File: src/hw/scp_consts.svh
// Offsets, field positions, reset values and masks of the strap and pin block
//
// How it works
// - Fundamental reset clears all non-sticky state
// - Decode two-bit operating mode strap
// - Three-bit strap selects lane split
// - Clock mode strap selects one or two refclks
// - Hot-plug strap low gives pins hot-plug jobs
// - Sample hot-plug strap before fatal output
// - Memory bypass strap read from pin 30
// - Bus select strap: high I2C, low SMBus
// - L1.1 strap low gives pins 15:8 clock requests
// - Expander interrupt starts read that clears it
// - Hot-plug mode drives amber LEDs on 7:0
// - Slot resets follow boot, then hot-plug logic
// - Pin 31 strap: one surprise, zero managed
// - Buffer powerdown low disables buffered clocks
// - Clock request lines open-drain, one per port
// - Source select: high external, low PHY clock
// - Calibrate terminations on reset exit, on request
// - Free pins follow output enable register
`ifndef SCP_CONSTS_SVH
`define SCP_CONSTS_SVH
`define SCP_OFF_CTRL 8'h00
`define SCP_OFF_STRAP 8'h04
`define SCP_OFF_GPIO_OE 8'h08
`define SCP_OFF_GPIO_OUT 8'h0C
`define SCP_OFF_GPIO_IN 8'h10
`define SCP_OFF_LED 8'h14
`define SCP_OFF_STATUS 8'h18
`define SCP_CTRL_CAL_BIT 0
`define SCP_RST_GPIO_OE 32'h0000_0000
`define SCP_RST_GPIO_OUT 32'h0000_0000
`define SCP_RST_LED 8'h00
`define SCP_MASK_STRAP_PINS 32'hC000_0000
`define SCP_MASK_HOTPLUG 32'h04FF_00FF
`define SCP_MASK_L1_1 32'h0000_FF00
`define SCP_POS_PD_PIN 26
`endif

File: src/hw/scp_pkg.sv
// Types shared by the strap and pin block
package scp_pkg;
   // Operating modes, in strap code order 00..11
   typedef enum logic [1:0] {
      SCP_OPM_NORMAL,
      SCP_OPM_IDDQ_MBIST,
      SCP_OPM_AC_SCAN,
      SCP_OPM_PHY_TEST
   } scp_op_mode_t;

   // Latched strap set handed to the core
   typedef struct packed {
      scp_op_mode_t op_mode;
      logic [2:0] lane_split;
      logic refclk_split;
      logic smbus_sel;
      logic hotplug_en;
      logic l1_1_en;
      logic surprise_hotplug_strap;
      logic phy_mem_bypass;
   } scp_strap_t;

   // Bus slave phase
   typedef enum logic {
      SCP_BUS_IDLE,
      SCP_BUS_DATA
   } scp_bus_state_t;
endpackage : scp_pkg

File: src/hw/scp_top.sv
// Strap latching, shared-pin muxing and AHB-Lite registers
//
// The AHB-Lite slave port and the register offsets were left to the implementer.
`timescale 1ns/1ps
`default_nettype none
`include "scp_consts.svh"
module scp_top
   import scp_pkg::*;
(
   // Clock and reset
   input wire logic mclk,
   input wire logic resetn,
   // AHB-Lite slave
   input wire logic hsel,
   input wire logic [31:0] haddr,
   input wire logic [1:0] htrans,
   input wire logic hwrite,
   input wire logic [2:0] hsize,
   input wire logic [31:0] hwdata,
   input wire logic hready,
   output logic hreadyout,
   output logic hresp,
   output logic [31:0] hrdata,
   // Board straps and dedicated pins
   input wire logic fundamental_reset_n,
   input wire logic [1:0] chip_op_mode_strap,
   input wire logic [2:0] lane_split_strap,
   input wire logic refclk_mode_strap,
   input wire logic mgmt_bus_select_strap,
   input wire logic clock_buffer_source_select,
   input wire logic hotplug_expander_irq_n,
   // Shared fatal error / hot-plug strap pin
   input wire logic fatal_pin_in,
   output logic fatal_pin_out,
   output logic fatal_pin_oe_n,
   // Shared interrupt / L1.1 strap pin, open drain
   input wire logic irq_pin_in,
   output logic irq_pin_out,
   output logic irq_pin_oe_n,
   // General-purpose pins
   input wire logic [31:0] gpio_in,
   output logic [31:0] gpio_out,
   output logic [31:0] gpio_oe_n,
   // Core side
   input wire logic fatal_error,
   input wire logic core_irq,
   input wire logic [7:0] hp_slot_reset_n,
   input wire logic [7:0] port_clock_request,
   input wire logic hp_read_done,
   output logic hp_read_req,
   output scp_strap_t strap,
   output logic core_reset_n,
   output logic clock_buffer_on,
   output logic clock_buffer_from_ext,
   output logic term_cal_start,
   output logic [7:0] port_clock_request_seen
);

   // Two-flop synchroniser for every pin input
   localparam int SW = 44;
   logic [SW-1:0] sync1_q;
   logic [SW-1:0] sync2_q;
   wire [SW-1:0] async_in = {fundamental_reset_n, chip_op_mode_strap,
      lane_split_strap, refclk_mode_strap, mgmt_bus_select_strap,
      clock_buffer_source_select, hotplug_expander_irq_n,
      fatal_pin_in, irq_pin_in, gpio_in};

   always_ff @(posedge mclk or negedge resetn) begin
      if (!resetn) begin
         sync1_q <= '0;
         sync2_q <= '0;
      end else begin
         sync1_q <= async_in;
         sync2_q <= sync1_q;
      end
   end

   // Synchronised fields
   wire s_fund_rst_n = sync2_q[43];
   wire [1:0] s_opmode = sync2_q[42:41];
   wire [2:0] s_lanes = sync2_q[40:38];
   wire s_refclk_mode = sync2_q[37];
   wire s_mgmt = sync2_q[36];
   wire s_srcsel = sync2_q[35];
   wire s_expirq_n = sync2_q[34];
   wire s_fatal_pin = sync2_q[33];
   wire s_irq_pin = sync2_q[32];
   wire [31:0] s_gpio = sync2_q[31:0];

   // Boot phase: fundamental reset held
   wire boot = !s_fund_rst_n;
   logic boot_q;
   wire release_edge = boot_q && !boot;

   // Live strap decode while sampling
   scp_strap_t strap_live;
   assign strap_live.op_mode = scp_op_mode_t'(s_opmode);
   assign strap_live.lane_split = s_lanes;
   assign strap_live.refclk_split = s_refclk_mode;
   assign strap_live.smbus_sel = !s_mgmt;
   assign strap_live.hotplug_en = !s_fatal_pin;
   assign strap_live.l1_1_en = !s_irq_pin;
   assign strap_live.surprise_hotplug_strap = s_gpio[31];
   assign strap_live.phy_mem_bypass = s_gpio[30];

   // Keep sampling through reset, freeze at release
   scp_strap_t strap_d;
   scp_strap_t strap_q;
   assign strap_d = boot ? strap_live : strap_q;

   // Bus address phase decode
   logic [7:0] addr_q;
   logic wr_q;
   scp_bus_state_t bus_q;
   wire take = hsel && htrans[1] && hready;
   wire in_data = (bus_q == SCP_BUS_DATA);
   wire do_wr = in_data && wr_q;
   wire wr_ctrl = do_wr && (addr_q == `SCP_OFF_CTRL);
   wire wr_oe = do_wr && (addr_q == `SCP_OFF_GPIO_OE);
   wire wr_out = do_wr && (addr_q == `SCP_OFF_GPIO_OUT);
   wire wr_led = do_wr && (addr_q == `SCP_OFF_LED);

   // Software registers
   logic [31:0] gpio_oe_q;
   logic [31:0] gpio_out_q;
   logic [7:0] led_q;
   logic exp_pend_q;

   // Strap-selected pin functions
   wire hp_fn = boot ? strap_live.hotplug_en : strap_q.hotplug_en;
   wire l1_fn = boot ? strap_live.l1_1_en : strap_q.l1_1_en;
   wire [31:0] own = (hp_fn ? `SCP_MASK_HOTPLUG : 32'h0000_0000)
      | (l1_fn ? `SCP_MASK_L1_1 : 32'h0000_0000);
   wire [31:0] samp = boot ? `SCP_MASK_STRAP_PINS : 32'h0000_0000;

   // Slot resets held low while booting
   wire [7:0] slot_rst_n = boot ? 8'h00 : hp_slot_reset_n;

   // Function outputs and enables, enable active low
   wire [31:0] fn_out = {8'h00, slot_rst_n, 8'h00, led_q};
   wire [31:0] fn_oe_n = {5'h00, 1'b1, 2'h0, 8'h00,
      ~port_clock_request, 8'h00};

   // Strap pins released first, then functions, then GPIO
   wire [31:0] gpio_oe_n_d = samp
      | (~samp & own & fn_oe_n)
      | (~samp & ~own & ~gpio_oe_q);
   wire [31:0] gpio_out_d = (own & fn_out)
      | (~own & gpio_out_q);

   // Shared single pins: released while sampling
   wire fatal_oe_n_d = boot;
   wire fatal_out_d = !fatal_error;
   wire irq_oe_n_d = boot || !core_irq;

   // Clock buffer: powerdown pin only in hot-plug pin map
   wire pd_pin = s_gpio[`SCP_POS_PD_PIN];
   wire buf_on_d = !(hp_fn && !pd_pin);

   // Expander interrupt: a new assertion beats the done clear
   wire exp_d = !s_expirq_n || (exp_pend_q && !hp_read_done);

   // Calibration on reset exit or software request
   wire cal_d = release_edge
      || (wr_ctrl && hwdata[`SCP_CTRL_CAL_BIT]);

   // Read word selects, one per mapped offset except CTRL, which has none and reads zero
   wire rs_strap = (addr_q == `SCP_OFF_STRAP);
   wire rs_oe = (addr_q == `SCP_OFF_GPIO_OE);
   wire rs_out = (addr_q == `SCP_OFF_GPIO_OUT);
   wire rs_in = (addr_q == `SCP_OFF_GPIO_IN);
   wire rs_led = (addr_q == `SCP_OFF_LED);
   wire rs_status = (addr_q == `SCP_OFF_STATUS);

   // Read words, unused high bits zero
   wire [31:0] rw_strap = {21'h00_0000, strap_q};
   wire [31:0] rw_led = {24'h00_0000, led_q};
   wire [31:0] rw_status = {14'h0000, boot, buf_on_d,
      s_gpio[15:8], 7'h00, exp_pend_q};

   // Read mux; unmapped offsets read zero
   logic [31:0] rd_mux;
   assign rd_mux =
      rs_strap ? rw_strap :
      rs_oe ? gpio_oe_q :
      rs_out ? gpio_out_q :
      rs_in ? s_gpio :
      rs_led ? rw_led :
      rs_status ? rw_status :
      32'h0000_0000;

   // Bus slave: one wait state so read data comes from a flop
   always_ff @(posedge mclk or negedge resetn) begin
      if (!resetn) begin
         bus_q <= SCP_BUS_IDLE;
         addr_q <= 8'h00;
         wr_q <= 1'b0;
         hreadyout <= 1'b1;
         hrdata <= 32'h0000_0000;
      end else if (take && !in_data) begin
         bus_q <= SCP_BUS_DATA;
         addr_q <= haddr[7:0];
         wr_q <= hwrite;
         hreadyout <= 1'b0;
      end else if (in_data) begin
         bus_q <= SCP_BUS_IDLE;
         hreadyout <= 1'b1;
         hrdata <= wr_q ? 32'h0000_0000 : rd_mux;
      end
   end

   // Responses are always OKAY
   always_ff @(posedge mclk or negedge resetn) begin
      if (!resetn) begin
         hresp <= 1'b0;
      end else begin
         hresp <= 1'b0;
      end
   end

   // Sticky GPIO setup survives the fundamental reset
   always_ff @(posedge mclk or negedge resetn) begin
      if (!resetn) begin
         gpio_oe_q <= `SCP_RST_GPIO_OE;
         gpio_out_q <= `SCP_RST_GPIO_OUT;
      end else begin
         if (wr_oe) begin
            gpio_oe_q <= hwdata;
         end
         if (wr_out) begin
            gpio_out_q <= hwdata;
         end
      end
   end

   // Non-sticky state cleared while the fundamental reset is held
   always_ff @(posedge mclk or negedge resetn) begin
      if (!resetn) begin
         led_q <= `SCP_RST_LED;
         exp_pend_q <= 1'b0;
         term_cal_start <= 1'b0;
      end else if (boot) begin
         led_q <= `SCP_RST_LED;
         exp_pend_q <= 1'b0;
         term_cal_start <= 1'b0;
      end else begin
         if (wr_led) begin
            led_q <= hwdata[7:0];
         end
         exp_pend_q <= exp_d;
         term_cal_start <= cal_d;
      end
   end

   // Strap latch and reset tracking
   always_ff @(posedge mclk or negedge resetn) begin
      if (!resetn) begin
         boot_q <= 1'b1;
         strap_q <= '0;
         strap <= '0;
         core_reset_n <= 1'b0;
      end else begin
         boot_q <= boot;
         strap_q <= strap_d;
         strap <= strap_d;
         core_reset_n <= !boot;
      end
   end

   // Registered pin outputs; all released under reset
   always_ff @(posedge mclk or negedge resetn) begin
      if (!resetn) begin
         gpio_out <= 32'h0000_0000;
         gpio_oe_n <= 32'hFFFF_FFFF;
         fatal_pin_out <= 1'b1;
         fatal_pin_oe_n <= 1'b1;
         irq_pin_out <= 1'b0;
         irq_pin_oe_n <= 1'b1;
      end else begin
         gpio_out <= gpio_out_d;
         gpio_oe_n <= gpio_oe_n_d;
         fatal_pin_out <= fatal_out_d;
         fatal_pin_oe_n <= fatal_oe_n_d;
         irq_pin_out <= 1'b0;
         irq_pin_oe_n <= irq_oe_n_d;
      end
   end

   // Core-facing status flops
   always_ff @(posedge mclk or negedge resetn) begin
      if (!resetn) begin
         hp_read_req <= 1'b0;
         clock_buffer_on <= 1'b1;
         clock_buffer_from_ext <= 1'b0;
         port_clock_request_seen <= 8'h00;
      end else begin
         hp_read_req <= exp_d && !boot;
         clock_buffer_on <= buf_on_d;
         clock_buffer_from_ext <= s_srcsel;
         port_clock_request_seen <= l1_fn ? ~s_gpio[15:8] : 8'h00;
      end
   end

endmodule : scp_top
`default_nettype wire

File: config.mk
export PLATFORM = sky130hd
export DESIGN_NAME = scp_top
export DESIGN_NICKNAME = d
export VERILOG_FILES = /design/src/hw/scp_pkg.sv /design/src/hw/scp_top.sv
export VERILOG_INCLUDE_DIRS = /design/src /design/src/hw
export SDC_FILE = /design/constraint.sdc
export NUM_CORES = 1
export LEC_CHECK = 0
export ABC_AREA = 0
export BUFFER_PORTS_ARGS = -buffer_cell sky130_fd_sc_hd__buf_2
export CORE_MARGIN = 4
export CORE_UTILIZATION = 46
export DETAILED_ROUTE_END_ITERATION = 16
export MAX_ROUTING_LAYER = met4
export PLACE_DENSITY = 0.79
export SETUP_SLACK_MARGIN = 0.05
export SLEW_MARGIN = 10
export SYNTH_ARGS = -nofsm -noshare
export SYNTH_HDL_FRONTEND = slang
export SYNTH_SLANG_ARGS = --single-unit
File: constraint.sdc
create_clock -name mclk -period 3.05 [get_ports mclk]
set_clock_uncertainty 0.2 [all_clocks]
set_input_delay 0 -clock mclk [delete_from_list [all_inputs] [get_ports mclk]]
set_output_delay 0 -clock mclk [all_outputs]
set_load 0.01 [all_outputs]
; After elaboration in Yosys (flattened, before gate mapping)
; Cells that the tools add are included.
[word_totals]
regBits = 295
latchBits = 0
ram_bits = 0
romBits = 0
in_bits = 137
word_cells = 104
memories = 0
[classes]
n_addsub = 0
mul = 0
div_mod_pow = 0
magnitude_cmp = 0
n_eq_ne = 7
shifts = 0
muxes = 21
n_bitwise = 16
n_reduce_logical = 30
[op_table]
columns = operator, count
row1 = 2-to-1 mux 32 bit, 6
row2 = AND 32 bit, 3
row3 = AND 32 x 27 -> 32 bit, 2
row4 = inverter 32 bit, 2
row5 = bitwise OR 32 bit, 2
row6 = 2-to-1 mux 18 bit, 2
row7 = 2-to-1 mux 8 bit, 4
row8 = inverter 27 -> 32 bit, 1
row9 = bitwise OR 27 x 32 -> 32 bit, 1
row10 = AND 27 x 24 -> 27 bit, 1
row11 = 2-to-1 mux 27 bit, 1
row12 = bitwise OR 27 x 16 -> 27 bit, 1
row13 = equality test 8 x 5 -> 1 bit (second input constant), 3
row14 = equality test 8 x 4 -> 1 bit (second input constant), 2
row15 = 2-to-1 mux 16 bit, 1
row16 = inverter 8 bit, 2
row17 = logical AND 1 bit, 13
row18 = zero test 1 bit, 11
row19 = equality test 8 x 3 -> 1 bit (second input constant), 1
row20 = zero test 8 bit, 1
row21 = 2-to-1 mux 1 bit, 7
row22 = logical OR 1 bit, 3
row23 = inequality test 2 x 1 -> 1 bit (second input constant), 1
row24 = AND reduction 2 bit, 1
row25 = other kinds (2), 2

; Depth between registers and ports, before layout
[depth]
ltp_word = 11
mapped_depth = 6
mapped_depth_nobuf = 4

; Worst setup path after synthesis
; No wires, ideal clock.
[synth_path]
path_kind = flip-flop to flip-flop
startpoint = register addr_q[7]
endpoint = register gpio_oe_q[10]
setup_ns = 0.128
t_arrival_ns = 1.866
required_time_ns = 2.722
path_slack_ns = 0.856
path_stages_with_launch = 6
path_buffers = 1
path_cell_list = dfrtp_1 -> nor4_1 -> nand2_1 -> nor3_2 -> buf_2 -> mux2_1
[synth_via]
elab_chain_cells = 2
[synth_lines]
columns = element, line_no
row1 = start: declaration, scp_top.sv:112  ; logic [7:0] addr_q;
row2 = start signal: assignment, scp_top.sv:202  ; addr_q <= haddr[7:0];
row3 = equality test 8 x 4 -> 1 bit (no line), n/a
row4 = logical AND 1 bit, scp_top.sv:119  ; wire wr_oe = do_wr && (addr_q == `SCP_OFF_GPIO_OE);
row5 = end signal: assignment, scp_top.sv:224  ; gpio_oe_q <= `SCP_RST_GPIO_OE;
row6 = end signal: assignment, scp_top.sv:228  ; gpio_oe_q <= hwdata;
row7 = end: declaration, scp_top.sv:124  ; logic [31:0] gpio_oe_q;
; Every way passes these cells.
; A chain may end at the register's enable or synchronous reset.

; Worst setup path in the final report
[layout_path]
startpoint = register addr_q[1]
endpoint = register led_q[3]
[layout_via]
elab_chain_cells = 3
[layout_lines]
columns = element, line_no
row1 = equality test 8 x 5 -> 1 bit (no line), n/a
row2 = logical AND 1 bit, scp_top.sv:121  ; wire wr_led = do_wr && (addr_q == `SCP_OFF_LED);
row3 = inequality test 2 x 1 -> 1 bit (no line), n/a
row4 = end signal: assignment, scp_top.sv:239  ; led_q <= `SCP_RST_LED;
row5 = end signal: assignment, scp_top.sv:243  ; led_q <= `SCP_RST_LED;
row6 = end signal: assignment, scp_top.sv:248  ; led_q <= hwdata[7:0];
row7 = end: declaration, scp_top.sv:126  ; logic [7:0] led_q;
; Every way passes these cells.

==> flow_summary_export.csv <==
group,metric,value,unit
floorplan,start_util,47.1,%
critical_path,worstPathRequired,3.33,ns
detailed_routing,dr.pass1.iters,7,
timing,finalMaxSlewViolations,0,
floorplan,row_count,55,
timing,fmax,393,MHz
timing,tns,0,ns
detailed_routing,wire_per_inst,21.0,µm
job,drv_cap,0,
critical_path,r2r_slack,0.50,ns
synth,netlist_area,10700,µm²
critical_path,timing_worst_setup_path_type,"reg2reg",
clock_tree,h-tree-depth,1,
run_status,status,"finished, final reports clean",
synth,yosysUniqueCellTypes,50,
synth,yosysSeqAreaShare,69.1,%
place,dp_cells,1308,
place,post-place-ws,0.537,ns
power_and_ir_drop,power.clock.fraction,39.7,%
clock_tree,clock_sinks,294,
final_layout,n_fill_cell,1596,
synth,synth_top_cell_by_area,"dfrtp_1",
floorplan,core-area,22800,µm²
timing,setup_viol,0,
critical_path,reg2reg_from,"addr_q[1]$_DFFE_PN0P_",
place,io_buffers,232,
synth,synth_top_area_share,60.0,%
critical_path,reg2regPathDepth,4,
synth,synth_common_cells,"257 x dfrtp_1, 64 x mux2_1, 45 x a21oi_1, 42 x nor2_1",
synth,synth_most_common_cell,"dfrtp_1",
power_and_ir_drop,p_int,6.89,mW
final_layout,syn_to_final_growth,40.0,%
power_and_ir_drop,seqPwrFrac,46.9,%
critical_path,cp-end-kind,"flip-flop",
critical_path,cp-startpoint,"addr_q[1]$_DFFE_PN0P_",
power_and_ir_drop,p_comb_share,13.4,%
clock_tree,cts_buffer_depth,3,
clock_tree,cts_setup_buffers,0,
detailed_routing,drc_errors,0,
final_layout,fin_cells,1524,
synth,synth.avg_cell_area,13.8,µm²
timing,timing.final.crit_period,2.55,ns
detailed_routing,vias_per_cell,5.38,
worst_hold_path,hp-class,"in2reg",
critical_path,crit_fanout,15,
timing,hold_viol_final,0,
place,gp_congestion,0.870,
place,dpl.hpwl,19500,µm
power_and_ir_drop,p_per_area,615,nW/µm²
detailed_routing,dr_total_vias,8198,
synth,synth_edf_count,0,
synth,synth_cells,778,
power_and_ir_drop,p_total,9.23,mW
final_layout,layout-drive-gt1-share,32.0,%
timing,tightest_slew,1.00,ns
floorplan,die_width,161,µm
global_route,grt_max_degree,102,
place,placed_area,12400,µm²
synth,synth_seq_cells,294,
detailed_routing,routed_wirelength,32100,µm
global_route,grt.total_usage,25.6,%
critical_path,arrival,2.83,ns
timing,worst_slack,0.503,ns
detailed_routing,final_antenna_net_count,0,
power_and_ir_drop,irDropWorstVdd,608,µV
clock_tree,clk_pin_slew_worst_paths,0.06,ns
global_route,antenna_found_initial,1,
critical_path,cp-endpoint,"led_q[3]$_DFFE_PN0P_",
power_and_ir_drop,p_sw_share,25.4,%
timing,finalCritPeriodShare,83.5,%
synth,ys_async_sr_fraction,100,%
clock_tree,hold_buffers,162,
final_layout,finish.utilization,65.9,%
power_and_ir_drop,power_switching,2.34,mW
clock_tree,ctsResizeCount,0,
final_layout,fin_nets,1325,
power_and_ir_drop,p_leak,7.04,nW
synth,yosysWarningCount,0,
timing,rsz0062_at_grt,"no",
synth,ys_top_cells_by_area,"dfrtp_1 60%, dfstp_2 9.1%, mux2_1 6.7%, mux2_2 2.7%, a21oi_1 2.1%",
global_route,grt_pass1_wl,50400,µm
final_layout,fin_area,15000,µm²
clock_tree,clock_latency,0.56,ns
critical_path,r2r_end,"led_q[3]$_DFFE_PN0P_",
clock_tree,cts_buffers,29,
timing,maxSlewHeadroom,33.0,%
global_route,grt_pass1_vias,8794,
clock_tree,tritoncts,"built",
clock_tree,clockRootBuffer,"clkbuf_16",
global_route,grt_overflow,0,
floorplan,dieHeight,161,µm
floorplan,ios,263,
synth,synth_flop_cell,"dfrtp_1",
detailed_routing,drt_first_iter_violations,643,
floorplan,dieArea,25800,µm²
timing,whs,0.0201,ns
critical_path,crit_path_start_kind,"flip-flop",
power groups by stage:
stage / sequential [mW] / clock (mW) / combinational, mW
final: 4.33 / 3.66 / 1.24
after global routing: 4.36 / 3.90 / 1.34
after CTS: 4.32 / 3.71 / 1.21
after detailed placement: 4.39 / 0 / 1.04
after global placement: 4.38 / 0 / 1.02
after floorplan: 4.38 / 0 / 0.519
worst min-delay path by stage:
stage | start | to | slack, ns | depth (start not counted)
floorplan | resetn | addr_q[0]$_DFFE_PN0P_ | -0.50 | 0
global placement | resetn | port_clock_request_seen[2]$_DFF_PN0_ | -0.10 | 1
detailed placement | resetn | sync2_q[12]$_DFF_PN0_ | -0.1 | 1
CTS | hwdata[24] | gpio_out_q[24]$_DFFE_PN0P_ | 0.002 | 3
global route | hwdata[28] | gpio_oe_q[28]$_DFFE_PN0P_ | 0.009 | 3
finish | hwdata[28] | gpio_out_q[28]$_DFFE_PN0P_ | 0.02 | 3
worst max-delay path: stages, from the launching register on:
cell     delay (ns)
dfrtp_1        0.40
or2_1          0.63
nor3_1         0.18
a21oi_1        0.81
a22o_1         0.27
flip-flops by register name, summed over array words and instances (netlist names), 8 cells and up:
name and count:
hrdata 32, sync2_q 44, gpio_out 32, gpio_oe_n 32
gpio_oe_q 32, rw_strap 11, port_clock_request_seen 8, sync1_q 44
led_q 8, gpio_out_q 32, addr_q 8
metal layers:
layer | wire [µm] | track usage [%] | vias up
met5 | 0 | - | -
met4 | 1300 | 9.70 | 0
met3 | 1930 | 3.95 | 93
met2 | 15900 | 42.2 | 379
met1 | 12900 | 32.2 | 4162
li1 | - | - | 3564
logic make-up (layout without fill, tap and decap cells):
| family | after synthesis | count (layout) | share of synthesized area [%] |
|---|---|---|---|
| other | 1 | 3 | 0.0350 |
| multiplexers | 106 | 106 | 10.9 |
| buffers and inverters | 77 | 508 | 3.00 |
| flip-flops | 294 | 294 | 69.1 |
| AND/OR/NAND/NOR | 125 | 125 | 5.74 |
| AO/OA/AOI/OAI | 175 | 175 | 11.2 |
cell usage in the layout (no fill, tap or decap), drive strengths merged, types with 3 or more instances in the layout:
cell type / Yosys / routed
nand2: 31 / 31
clkbuf: 37 / 44
dfstp: 37 / 37
nor2: 42 / 42
inv: 26 / 27
o32ai: 14 / 14
a211o: 5 / 5
o21ai: 37 / 37
o31a: 3 / 3
dlygate4sd3: 0 / 162
clkinv: 0 / 4
a2bb2oi: 16 / 16
mux2: 90 / 90
nand2b: 7 / 7
a221oi: 7 / 7
nor4: 4 / 4
dfrtp: 257 / 257
a21boi: 5 / 5
nor3: 5 / 5
and2: 11 / 11
mux2i: 16 / 16
buf: 14 / 267
o21a: 10 / 10
nand3: 11 / 11
o221ai: 8 / 8
o2bb2ai: 6 / 6
a22o: 8 / 8
a21oi: 45 / 45
o41ai: 3 / 3
nor2b: 5 / 5
final cells by class:
class,instances,area (µm²),area share [%]
Sequential cell,294,7400,49.3
Timing Repair Buffer,429,3090,20.6
Multi-Input combinational cell,408,3020,20.1
Clock buffer,44,882,5.88
Tap cell,313,392,2.61
Clock inverter,9,119,0.792
Inverter,26,97.6,0.650
Antenna cell,1,2.50,0.0167
Power figures use the tool's default switching activity.
